$ cat config.mk
export PLATFORM = sky130hd
export DESIGN_NAME = scp_pipe
export DESIGN_NICKNAME = d
export VERILOG_FILES = /design/src/hw/scp_pkg.sv /design/src/hw/scp_stage_if.sv /design/src/hw/scp_stage.sv /design/src/hw/scp_pipe.sv
export SDC_FILE = /design/constraint.sdc
export NUM_CORES = 2
export LEC_CHECK = 0
export BUFFER_PORTS_ARGS = -buffer_cell sky130_fd_sc_hd__clkbuf_2
export CAP_MARGIN = 20
export CELL_PAD_IN_SITES_DETAIL_PLACEMENT = 1
export CELL_PAD_IN_SITES_GLOBAL_PLACEMENT = 2
export CORE_MARGIN = 2
export CORE_UTILIZATION = 40
export CTS_BUF_LIST = sky130_fd_sc_hd__clkbuf_4
export CTS_CLUSTER_SIZE = 12
export DETAILED_ROUTE_END_ITERATION = 7
export GPL_TIMING_DRIVEN = 0
export PLACE_DENSITY = 0.79
export SYNTH_ARGS = -nofsm -noshare
export SYNTH_HDL_FRONTEND = slang
export SYNTH_SLANG_ARGS = --single-unit
export TNS_END_PERCENT = 30
$ cat constraint.sdc
create_clock -name clk_sys -period 30 [get_ports clk_sys]
set_input_delay 0 -clock clk_sys [delete_from_list [all_inputs] [get_ports clk_sys]]
set_output_delay 0 -clock clk_sys [all_outputs]
set_load 0.01 [all_outputs]
$ cat src/hw/scp_pkg.sv
package scp_pkg;

	// data path width shared by every unit
	localparam int XLEN = 32;
	localparam int NREG = 16;
	localparam int RIDX_W = 4;

	// processor cycle built from two clock phases
	localparam int CYCLE_NS = 200;
	localparam int CLK_MHZ = 10;
	localparam int PH_PER_CYC = (CYCLE_NS * CLK_MHZ) / 1000;

	// instruction word layout
	localparam int OP_HI = 31;
	localparam int OP_LO = 28;
	localparam int AM_HI = 27;
	localparam int AM_LO = 26;
	localparam int RD_HI = 25;
	localparam int RD_LO = 22;
	localparam int RS_HI = 21;
	localparam int RS_LO = 18;
	localparam int RX_HI = 17;
	localparam int RX_LO = 14;
	localparam int DISP_HI = 13;
	localparam int DISP_LO = 0;
	localparam int DISP_W = DISP_HI - DISP_LO + 1;
	localparam int BCNT_HI = 3;
	localparam int BCNT_LO = 0;

	// multi-cycle stage occupancy, in processor cycles
	localparam int CNT_W = 4;
	localparam logic [CNT_W-1:0] AC_LAST = 4'h1;
	localparam logic [CNT_W-1:0] MUL_LAST = 4'h3;

	// control settings prepared by decode
	localparam int CTL_MRD = 0;
	localparam int CTL_MWR = 1;
	localparam int CTL_RWR = 2;
	localparam int CTL_AMM = 3;
	localparam int CTL_FLG = 4;
	localparam int CTL_W = 5;

	// condition flags
	localparam int FL_C = 0;
	localparam int FL_N = 1;
	localparam int FL_Z = 2;
	localparam int FL_W = 3;

	localparam logic [XLEN-1:0] PC_RST = 32'h0000_0000;
	localparam logic [XLEN-1:0] PC_STEP = 32'h0000_0004;

	typedef enum logic [3:0] {
		OP_NOP    = 4'h0,
		OP_ADD_RR = 4'h1,
		OP_LD_RR  = 4'h2,
		OP_ADD_MR = 4'h3,
		OP_LD_M   = 4'h4,
		OP_ST_M   = 4'h5,
		OP_MUL    = 4'h6,
		OP_BMOV   = 4'h7
	} scp_op_t;

	typedef enum logic [1:0] {
		AM_DIRECT   = 2'h0,
		AM_BASE_IDX = 2'h1,
		AM_REL      = 2'h2,
		AM_REL_IDX  = 2'h3
	} scp_am_t;

	typedef enum logic {
		PH1 = 1'h0,
		PH2 = 1'h1
	} scp_phase_t;

	// one pipeline slot as it moves from stage to stage
	typedef struct packed {
		logic             valid;
		logic [XLEN-1:0]  ir;
		logic [XLEN-1:0]  pc;
		logic [XLEN-1:0]  ea;
		logic [XLEN-1:0]  opnd;
		logic [XLEN-1:0]  res;
		logic [CTL_W-1:0] ctl;
		logic [FL_W-1:0]  fl;
	} scp_slot_t;

endpackage

$ cat src/hw/scp_stage_if.sv
`timescale 1ns/1ps
interface scp_stage_if;
	scp_pkg::scp_slot_t slot;

	modport src (output slot);
	modport snk (input slot);
endinterface

$ cat src/hw/scp_stage.sv
`timescale 1ns/1ps
module scp_stage (
	input  wire logic   clk_sys,
	input  wire logic   rst_n,
	input  wire logic   adv,
	scp_stage_if.snk    nx,
	scp_stage_if.src    st
);
	scp_pkg::scp_slot_t slot_d;
	scp_pkg::scp_slot_t slot_q;

	// a stage only takes new work on a processor-cycle boundary
	always_comb begin
		slot_d = adv ? nx.slot : slot_q;
	end

	always_ff @(posedge clk_sys or negedge rst_n) begin
		if (!rst_n) begin
			slot_q <= '0;
		end else begin
			slot_q <= slot_d;
		end
	end

	assign st.slot = slot_q;
endmodule

$ cat src/hw/scp_pipe.sv
`timescale 1ns/1ps
// Operation
// - six stages in order; all stages work on different instructions at once
// - each stage takes one processor cycle of two clock phases, 200 ns
// - fetch advances the program counter and starts cache instruction reads
// - decode takes fetched words and prepares address stage control
// - address calc is one cycle, two for indexed and relative modes
// - translation buffer supplies the physical address after address calc
// - operand fetch reads cache data into a holding register
// - execute is one cycle; multiply and block move take several
// - register results are written to the register file in execute
// - memory results go to cache and external memory in operand store
// - condition flags are updated in operand store, not execute
// - cache serves one instruction and one operand reference per cycle
// - instruction fetch compares tags in phase two, accesses data in one
// - operand access compares tags in phase one, accesses data in two
// - simple instructions retire one per processor cycle without stalls
// - all units and data paths are 32 bits wide
// - translation buffer maps address-unit logical addresses to physical
module scp_pipe (
	input  wire logic                      clk_sys,
	input  wire logic                      rst_n,
	input  wire logic [scp_pkg::XLEN-1:0]  ic_rdata,
	input  wire logic                      ic_hit,
	input  wire logic [scp_pkg::XLEN-1:0]  tlb_paddr,
	input  wire logic [scp_pkg::XLEN-1:0]  dc_rdata,
	input  wire logic                      dc_ready,
	output logic                           phase_q,
	output logic [scp_pkg::XLEN-1:0]       ic_addr_q,
	output logic                           ic_tag_q,
	output logic                           ic_rd_q,
	output logic [scp_pkg::XLEN-1:0]       tlb_laddr_q,
	output logic                           tlb_req_q,
	output logic [scp_pkg::XLEN-1:0]       dc_addr_q,
	output logic                           dc_tag_q,
	output logic                           dc_rd_q,
	output logic                           dc_wr_q,
	output logic [scp_pkg::XLEN-1:0]       dc_wdata_q,
	output logic                           ext_wr_q,
	output logic                           rf_we_q,
	output logic [scp_pkg::RIDX_W-1:0]     rf_waddr_q,
	output logic [scp_pkg::XLEN-1:0]       rf_wdata_q,
	output logic [scp_pkg::FL_W-1:0]       flags_q,
	output logic                           retire_q
);
	localparam int XL = scp_pkg::XLEN;

	logic                      rst_meta_q;
	logic                      rst_q_n;
	scp_pkg::scp_phase_t       ph_q;
	scp_pkg::scp_phase_t       ph_d;
	logic                      tick;
	logic [5:1]                busy;
	logic [5:1]                hold;
	logic [5:1]                adv;
	scp_pkg::scp_slot_t        nxs [1:5];
	scp_pkg::scp_slot_t        sts [1:5];
	scp_pkg::scp_slot_t        of_next;
	logic [XL-1:0]             rf_q [scp_pkg::NREG];
	logic [XL-1:0]             pc_q, pc_d, fa_q, fa_d, fbuf_q, fbuf_d;
	logic                      fa_ok_q, fa_ok_d, fbuf_v_q, fbuf_v_d;
	logic [scp_pkg::CNT_W-1:0] ac_cnt_q, ac_cnt_d, ex_cnt_q, ex_cnt_d;
	logic [scp_pkg::CNT_W-1:0] ex_last;
	logic                      ac_mc, raw, of_rd, os_st;
	logic [XL-1:0]             ea_calc, ex_a, ex_b, add_b, ex_res;
	logic [XL:0]               sum33;
	logic [scp_pkg::FL_W-1:0]  ex_fl;
	logic                      rf_we_d;
	logic [scp_pkg::RIDX_W-1:0] rf_waddr_d;
	logic [XL-1:0]             rf_wdata_d;
	logic [XL-1:0]             ic_addr_d, dc_addr_d, tlb_laddr_d, dc_wdata_d;
	logic                      ic_tag_d, ic_rd_d, tlb_req_d;
	logic                      dc_tag_d, dc_rd_d, dc_wr_d, retire_d;
	logic [scp_pkg::FL_W-1:0]  flags_d;

	// field helpers
	function automatic scp_pkg::scp_op_t op_of(input logic [XL-1:0] ir);
		op_of = scp_pkg::scp_op_t'(ir[scp_pkg::OP_HI:scp_pkg::OP_LO]);
	endfunction

	function automatic logic [scp_pkg::RIDX_W-1:0] rd_of(
		input logic [XL-1:0] ir);
		rd_of = ir[scp_pkg::RD_HI:scp_pkg::RD_LO];
	endfunction

	function automatic logic [scp_pkg::RIDX_W-1:0] rs_of(
		input logic [XL-1:0] ir);
		rs_of = ir[scp_pkg::RS_HI:scp_pkg::RS_LO];
	endfunction

	function automatic logic [scp_pkg::RIDX_W-1:0] rx_of(
		input logic [XL-1:0] ir);
		rx_of = ir[scp_pkg::RX_HI:scp_pkg::RX_LO];
	endfunction

	// decode into the control settings the later stages act on
	function automatic logic [scp_pkg::CTL_W-1:0] decode(
		input logic [XL-1:0] ir);
		scp_pkg::scp_op_t          op;
		scp_pkg::scp_am_t          am;
		logic [scp_pkg::CTL_W-1:0] c;
		op = op_of(ir);
		am = scp_pkg::scp_am_t'(ir[scp_pkg::AM_HI:scp_pkg::AM_LO]);
		c = '0;
		c[scp_pkg::CTL_MRD] = (op == scp_pkg::OP_ADD_MR) ||
			(op == scp_pkg::OP_LD_M) || (op == scp_pkg::OP_BMOV);
		c[scp_pkg::CTL_MWR] = (op == scp_pkg::OP_ST_M) ||
			(op == scp_pkg::OP_BMOV);
		c[scp_pkg::CTL_RWR] = (op == scp_pkg::OP_ADD_RR) ||
			(op == scp_pkg::OP_LD_RR) || (op == scp_pkg::OP_ADD_MR) ||
			(op == scp_pkg::OP_LD_M) || (op == scp_pkg::OP_MUL);
		c[scp_pkg::CTL_FLG] = (op == scp_pkg::OP_ADD_RR) ||
			(op == scp_pkg::OP_ADD_MR) || (op == scp_pkg::OP_MUL);
		c[scp_pkg::CTL_AMM] = (c[scp_pkg::CTL_MRD] || c[scp_pkg::CTL_MWR]) &&
			(am != scp_pkg::AM_DIRECT);
		decode = c;
	endfunction

	// reset release through two flops
	always_ff @(posedge clk_sys or negedge rst_n) begin
		if (!rst_n) begin
			rst_meta_q <= 1'h0;
			rst_q_n    <= 1'h0;
		end else begin
			rst_meta_q <= 1'h1;
			rst_q_n    <= rst_meta_q;
		end
	end

	// five stage registers behind the fetch unit
	scp_stage_if nx_if [1:5] ();
	scp_stage_if st_if [1:5] ();

	for (genvar k = 1; k <= 5; k++) begin : g_stage
		assign nx_if[k].slot = nxs[k];
		assign sts[k] = st_if[k].slot;
		scp_stage u_stage (
			.clk_sys (clk_sys),
			.rst_n   (rst_q_n),
			.adv     (adv[k]),
			.nx      (nx_if[k].snk),
			.st      (st_if[k].src)
		);
	end

	// phase sequencer; a processor cycle closes at the end of phase two
	always_comb begin
		ph_d = (ph_q == scp_pkg::PH1) ? scp_pkg::PH2 : scp_pkg::PH1;
		tick = (ph_q == scp_pkg::PH2);
	end

	// stall network: each busy stage freezes itself and all before it
	always_comb begin
		ac_mc = sts[2].valid && sts[2].ctl[scp_pkg::CTL_AMM] &&
			(ac_cnt_q != scp_pkg::AC_LAST);
		// address unit must not read a base or index still being produced
		raw = sts[2].valid && sts[2].ctl[scp_pkg::CTL_AMM] &&
			((sts[3].valid && sts[3].ctl[scp_pkg::CTL_RWR] &&
			((rd_of(sts[3].ir) == rs_of(sts[2].ir)) ||
			(rd_of(sts[3].ir) == rx_of(sts[2].ir)))) ||
			(sts[4].valid && sts[4].ctl[scp_pkg::CTL_RWR] &&
			((rd_of(sts[4].ir) == rs_of(sts[2].ir)) ||
			(rd_of(sts[4].ir) == rx_of(sts[2].ir)))));
		of_rd = sts[3].valid && sts[3].ctl[scp_pkg::CTL_MRD];
		os_st = sts[5].valid && sts[5].ctl[scp_pkg::CTL_MWR];
		unique case (op_of(sts[4].ir))
			scp_pkg::OP_MUL:  ex_last = scp_pkg::MUL_LAST;
			scp_pkg::OP_BMOV: ex_last = sts[4].ir[scp_pkg::BCNT_HI:
				scp_pkg::BCNT_LO];
			default:          ex_last = '0;
		endcase
		busy[1] = 1'h0;
		busy[2] = ac_mc || raw;
		// one operand reference per cycle: a store in progress wins
		busy[3] = of_rd && (os_st || !dc_ready);
		busy[4] = sts[4].valid && (ex_cnt_q != ex_last);
		busy[5] = 1'h0;
		hold[5] = busy[5];
		for (int k = 4; k >= 1; k--) begin
			hold[k] = busy[k] || hold[k+1];
		end
		adv = {5{tick}} & ~hold;
	end

	// address arithmetic on the logical effective address
	always_comb begin
		logic [XL-1:0] disp;
		disp = {{(XL - scp_pkg::DISP_W){1'h0}},
			sts[2].ir[scp_pkg::DISP_HI:scp_pkg::DISP_LO]};
		unique case (scp_pkg::scp_am_t'(sts[2].ir[scp_pkg::AM_HI:
			scp_pkg::AM_LO]))
			scp_pkg::AM_DIRECT:   ea_calc = disp;
			scp_pkg::AM_BASE_IDX: ea_calc = rf_q[rs_of(sts[2].ir)] +
				rf_q[rx_of(sts[2].ir)];
			scp_pkg::AM_REL:      ea_calc = sts[2].pc + disp;
			scp_pkg::AM_REL_IDX:  ea_calc = sts[2].pc + disp +
				rf_q[rx_of(sts[2].ir)];
		endcase
	end

	// execute unit, 32-bit results for every operation
	always_comb begin
		ex_a = rf_q[rd_of(sts[4].ir)];
		ex_b = rf_q[rs_of(sts[4].ir)];
		add_b = (op_of(sts[4].ir) == scp_pkg::OP_ADD_MR) ? sts[4].opnd : ex_b;
		sum33 = {1'h0, ex_a} + {1'h0, add_b};
		unique case (op_of(sts[4].ir))
			scp_pkg::OP_ADD_RR,
			scp_pkg::OP_ADD_MR: ex_res = sum33[XL-1:0];
			scp_pkg::OP_LD_RR,
			scp_pkg::OP_ST_M:   ex_res = ex_b;
			scp_pkg::OP_LD_M,
			scp_pkg::OP_BMOV:   ex_res = sts[4].opnd;
			scp_pkg::OP_MUL:    ex_res = XL'(ex_a * ex_b);
			default:            ex_res = '0;
		endcase
		ex_fl = '0;
		ex_fl[scp_pkg::FL_Z] = (ex_res == '0);
		ex_fl[scp_pkg::FL_N] = ex_res[XL-1];
		ex_fl[scp_pkg::FL_C] = (op_of(sts[4].ir) != scp_pkg::OP_MUL) &&
			sum33[XL];
	end

	// what each stage takes from the one before it
	always_comb begin
		nxs[1] = '0;
		nxs[1].valid = fbuf_v_q;
		nxs[1].ir = fbuf_q;
		nxs[1].pc = fa_q;
		nxs[2] = sts[1];
		nxs[2].ctl = decode(sts[1].ir);
		nxs[3] = sts[2];
		nxs[3].valid = sts[2].valid && !busy[2];
		nxs[3].ea = tlb_paddr;
		nxs[4] = sts[3];
		nxs[4].valid = sts[3].valid && !busy[3];
		nxs[4].opnd = dc_rdata;
		nxs[5] = sts[4];
		nxs[5].valid = sts[4].valid && !busy[4];
		nxs[5].res = ex_res;
		nxs[5].fl = ex_fl;
		of_next = adv[3] ? nxs[3] : sts[3];
	end

	// fetch unit and stage occupancy counters
	always_comb begin
		pc_d = pc_q;
		fa_d = fa_q;
		fa_ok_d = fa_ok_q;
		if (tick && !hold[1]) begin
			fa_ok_d = ic_hit; // miss refetches the same address
			if (ic_hit) begin
				fa_d = pc_q;
				pc_d = pc_q + scp_pkg::PC_STEP;
			end
		end
		// word lands only after a fresh data access; a held slot keeps its word
		fbuf_d = ic_rd_q ? ic_rdata : fbuf_q;
		fbuf_v_d = (ph_q == scp_pkg::PH1) ? fa_ok_q : fbuf_v_q;
		ac_cnt_d = ac_cnt_q;
		if (tick && ac_mc) begin
			ac_cnt_d = ac_cnt_q + 4'h1;
		end else if (adv[3]) begin
			ac_cnt_d = '0;
		end
		ex_cnt_d = ex_cnt_q;
		if (tick) begin
			ex_cnt_d = busy[4] ? ex_cnt_q + 4'h1 : '0;
		end
	end

	// cache, translation and write-back strobes, one phase ahead
	always_comb begin
		ic_tag_d = (ph_d == scp_pkg::PH2);
		// data access only right after a tag hit that the fetch unit took
		ic_rd_d = tick && !hold[1] && ic_hit;
		ic_addr_d = (ph_d == scp_pkg::PH2) ? pc_q : fa_d;
		tlb_laddr_d = ea_calc;
		tlb_req_d = sts[2].valid &&
			(sts[2].ctl[scp_pkg::CTL_MRD] || sts[2].ctl[scp_pkg::CTL_MWR]);
		dc_addr_d = dc_addr_q;
		dc_tag_d = 1'h0;
		if (tick) begin
			dc_addr_d = (nxs[5].valid && nxs[5].ctl[scp_pkg::CTL_MWR]) ?
				nxs[5].ea : of_next.ea;
			dc_tag_d = (nxs[5].valid && nxs[5].ctl[scp_pkg::CTL_MWR]) ||
				(of_next.valid && of_next.ctl[scp_pkg::CTL_MRD]);
		end
		dc_rd_d = (ph_d == scp_pkg::PH2) && of_rd && !os_st;
		dc_wr_d = (ph_d == scp_pkg::PH2) && os_st;
		dc_wdata_d = sts[5].res;
		rf_we_d = tick && nxs[5].valid && sts[4].ctl[scp_pkg::CTL_RWR];
		rf_waddr_d = rd_of(sts[4].ir);
		rf_wdata_d = ex_res;
		flags_d = flags_q;
		if (tick && sts[5].valid && sts[5].ctl[scp_pkg::CTL_FLG]) begin
			flags_d = sts[5].fl;
		end
		retire_d = tick && sts[5].valid;
	end

	// register file written at the close of the execute cycle
	always_ff @(posedge clk_sys or negedge rst_q_n) begin
		if (!rst_q_n) begin
			for (int i = 0; i < scp_pkg::NREG; i++) begin
				rf_q[i] <= '0;
			end
		end else if (rf_we_d) begin
			rf_q[rf_waddr_d] <= rf_wdata_d;
		end
	end

	// control and output registers
	always_ff @(posedge clk_sys or negedge rst_q_n) begin
		if (!rst_q_n) begin
			ph_q        <= scp_pkg::PH1;
			pc_q        <= scp_pkg::PC_RST;
			fa_q        <= scp_pkg::PC_RST;
			fa_ok_q     <= 1'h0;
			fbuf_q      <= '0;
			fbuf_v_q    <= 1'h0;
			ac_cnt_q    <= '0;
			ex_cnt_q    <= '0;
			ic_addr_q   <= '0;
			ic_tag_q    <= 1'h0;
			ic_rd_q     <= 1'h0;
			tlb_laddr_q <= '0;
			tlb_req_q   <= 1'h0;
			dc_addr_q   <= '0;
			dc_tag_q    <= 1'h0;
			dc_rd_q     <= 1'h0;
			dc_wr_q     <= 1'h0;
			dc_wdata_q  <= '0;
			ext_wr_q    <= 1'h0;
			rf_we_q     <= 1'h0;
			rf_waddr_q  <= '0;
			rf_wdata_q  <= '0;
			flags_q     <= '0;
			retire_q    <= 1'h0;
		end else begin
			ph_q        <= ph_d;
			pc_q        <= pc_d;
			fa_q        <= fa_d;
			fa_ok_q     <= fa_ok_d;
			fbuf_q      <= fbuf_d;
			fbuf_v_q    <= fbuf_v_d;
			ac_cnt_q    <= ac_cnt_d;
			ex_cnt_q    <= ex_cnt_d;
			ic_addr_q   <= ic_addr_d;
			ic_tag_q    <= ic_tag_d;
			ic_rd_q     <= ic_rd_d;
			tlb_laddr_q <= tlb_laddr_d;
			tlb_req_q   <= tlb_req_d;
			dc_addr_q   <= dc_addr_d;
			dc_tag_q    <= dc_tag_d;
			dc_rd_q     <= dc_rd_d;
			dc_wr_q     <= dc_wr_d;
			dc_wdata_q  <= dc_wdata_d;
			ext_wr_q    <= dc_wr_d;
			rf_we_q     <= rf_we_d;
			rf_waddr_q  <= rf_waddr_d;
			rf_wdata_q  <= rf_wdata_d;
			flags_q     <= flags_d;
			retire_q    <= retire_d;
		end
	end

	assign phase_q = ph_q;
endmodule

==> metrics.md <==
| Metric | Value |
|---|---|
| Share of layout cells above drive strength 1 | 24.0% |
| DIE AREA | 196000 um2 |
| Worst-path clk slew | 0.07 ns |
| Gp weighted congestion | 1.05 |
| Fillers | 20.9k |
| Final Hold Violating Endpoints | 0 |
| Number of DRC markers in iteration 0 | 8673 |
| Root Buffer | clkbuf_4 |
| Worst-Skew Late Latency | 1.49 ns |
| Global-route wire length before repair | 536000 um |
| CTS tree | done |
| Most frequent cells after synthesis | dfrtp_1 (1102), nor2_1 (815), nand2_1 (707) |
| Hold-fix buffers, CTS | 323 |
| GRT overflow | 0 |
| Post-synth top area cell | dfrtp_1 |
| Max Fclk | 60.0 MHz |
| Seq/Total Area, Yosys | 35.9% |
| Top-count cell post-synth | dfrtp_1 |
| WL/cell | 35.5 um |
| Setup bufs post-CTS | 0 |
| Post-Syn Nets | 7675 |
| Critical path's slowest cell | nor4_1 |
| Crit. End Element | flop |
| Clk_skew | 0.183 ns |
| Antenna Nets Post-Route | 0 |
| Final period util | 55.5% |
| Vias/cell | 6.35 |
| Fraction of registers with async set/reset | 100% |
| Die Width | 442 um |
| Seq cells post-synth | 1102 |
| Area of the mapped netlist | 76900 um2 |
| I/O pin total | 277 |
| R2R Path Start | g_stage[4].u_stage.st.slot[155] |
| Worst slew margin | -1.98% |
| CTS sink cnt | 1102 |
| GRT Total Usage | 38.9% |
| Final setup viols | 0 |
| Syn. warnings | 0 |
| Port bufs | 276 |
| Initial antenna violation count | 47 |
| Share of the synthesized area in the top cell type | 35.9% |
| Post-synth EDFFs | 0 |
| H-tree levels | 5 |
| Initial cell density of the core | 40.3% |
| CP Max Fanout | 11 |
| Buf+Inv Stages, Crit Path | 15 |
| Core Area | 191000 um2 |
| WP data arrival | 18.01 ns |
| Vias | 68.5k |
| Post-CTS sizing | 0 |
| Syn Inst Count | 6960 |
| Crit-path leading delay family | buffers and inverters |
| HP Class | in2reg |
| Worst Hold Launch | dc_rdata[2] |
| Largest net degree at the start of global routing | 72 |
| Worst-margin pin slew | 1.53 ns |
| Setup CP Type | reg2reg |
| Crit path largest cell delay | 0.94 ns |
| Crit path top cell by count | fa_1 |
| Max Slew Vio Count | 14 |
| Failing checks | slew limit |
| Setup TNS | 0 ns |
| WP data required | 31.35 ns |
| Total CTS buffers | 330 |
| Pre-antenna DRT Iters | 8 |
| P&R area growth vs syn | 18.2% |
| Routed Wire Length | 383000 um |
| Dpl hpwl | 283000 um |
| CP startpoint | g_stage[4].u_stage.st.slot[155] |
| Synthesized area per cell | 11.0 um2 |
| Reg2reg setup slack | 13.34 ns |
| Status | finished with violations |
| Max-Cap Viols | 0 |
| RSZ-0062 raised after global routing | false |
| Number of global-route vias before repair | 70.7k |
| Critical Path Start Type | flop |
| DIE HEIGHT | 442 um |
| Ys flop type | dfrtp_1 |
| Area contributors post-synth | dfrtp_1 (36%), mux4_2 (16%), fa_1 (11%), mux2_2 (4.8%), nor2_1 (4.0%) |
| Nets | 8728 |
| Row count | 160 |
| Cell variety after synth | 96 |
| CTS Buffer Depth | 4 |
| Fin crit period | 16.66 ns |
| Drc violations | 0 |
-- sequential cells by signal, summed over array words and instances, names as in the netlist, 4 cells and up --
signal                   cells
dc_addr_q                   32
g_stage.u_stage.st.slot    309
tlb_laddr_q                 32
ex_cnt_q                     4
dc_wdata_q                  32
fa_q                        32
ac_cnt_q                     4
ic_addr_q                   32
rf_q                       512
rf_waddr_q                   4
rf_wdata_q                  32
fbuf_q                      32
pc_q                        30
-- layout by cell type (no fill, tap or decap), types with 26 or more instances in the layout --
cell type         n
inv_1           537
nor2b_1          32
mux2_2          328
buf_4            28
xnor2_1         118
nor2_1          815
mux4_2          558
buf_6            53
fa_1            411
nand2_1         707
ha_1            204
a21o_1           50
buf_1            35
dlygate4sd3_1   323
xor2_1           57
dfrtp_1        1101
buf_8            50
buf_16           31
nor3_1           26
o21ai_0         308
clkbuf_2        284
nand3_1          63
nand2b_1         44
clkinv_1         56
clkbuf_1        358
a22oi_1          41
mux2i_1          86
clkbuf_4        485
diode_2          34
a21oi_1         531
buf_2            36
-- metrics by stage --
step,worst slack (ns),cells,hold slack (ns),util [%],area (um2)
detailed placement,14.36,9850,-0.209,43.7,83300
global route,13.82,10749,0.142,47.7,90800
CTS,14.30,10723,0.0391,47.5,90600
finish,13.34,10776,0.107,47.7,90900
floorplan,12.13,6960,-0.296,-,76900
global placement,4.60,9747,-0.214,42.7,81400
-- final timing paths --
kind | to | cells past startpoint
max | g_stage[5].u_stage.st.slot[2] | 39
min | g_stage[4].u_stage.st.slot[42] | 4
max reg2reg | g_stage[5].u_stage.st.slot[2] | 39
min reg2reg | rf_q[46] | 0
max in group asynchronous | ic_addr_q[5] | 5
min in group asynchronous | rf_q[46] | 0
-- layout make-up --
class | instances | area [um2] | share of cell area (%)
buffer | 485 | 2210 | 2.43
inverter | 556 | 2090 | 2.30
sequential | 1102 | 27600 | 30.3
clock buffer | 480 | 3600 | 3.96
antenna | 34 | 85.1 | 0.0936
clock inverter | 70 | 434 | 0.478
timing repair buffer | 721 | 6610 | 7.27
multi-input combinational | 4817 | 45200 | 49.7
tap | 2511 | 3140 | 3.46
-- cells by family (layout without fill, tap and decap cells) --
group | Yosys count | after routing | share of synthesized area [%]
simple gates | 1824 | 1824 | 9.85
compound gates | 1202 | 1202 | 9.53
flops | 1102 | 1102 | 35.9
buf+inv | 1041 | 2312 | 5.56
mux | 992 | 992 | 22.9
fa+ha+maj | 615 | 615 | 14.0
xor+xnor | 183 | 183 | 2.22
other cells | 1 | 35 | 0.00488
-- routing by layer --
metal	vias up	GRT usage, %	wire (um)
met5	-	0.269	446
met4	40	26.8	31900
met3	1382	14.8	48700
met2	4797	55.7	161000
met1	35609	48.4	141000
li1	26648	-	-
-- tightest hold or removal path: cells and delay by family --
kind,cells,cell delay (ns)
buffers and inverters,3,1.32
multiplexers,1,0.17
Power is not shown: default switching activity piles up to over one toggle a cycle in this logic, so the estimate is an artifact.
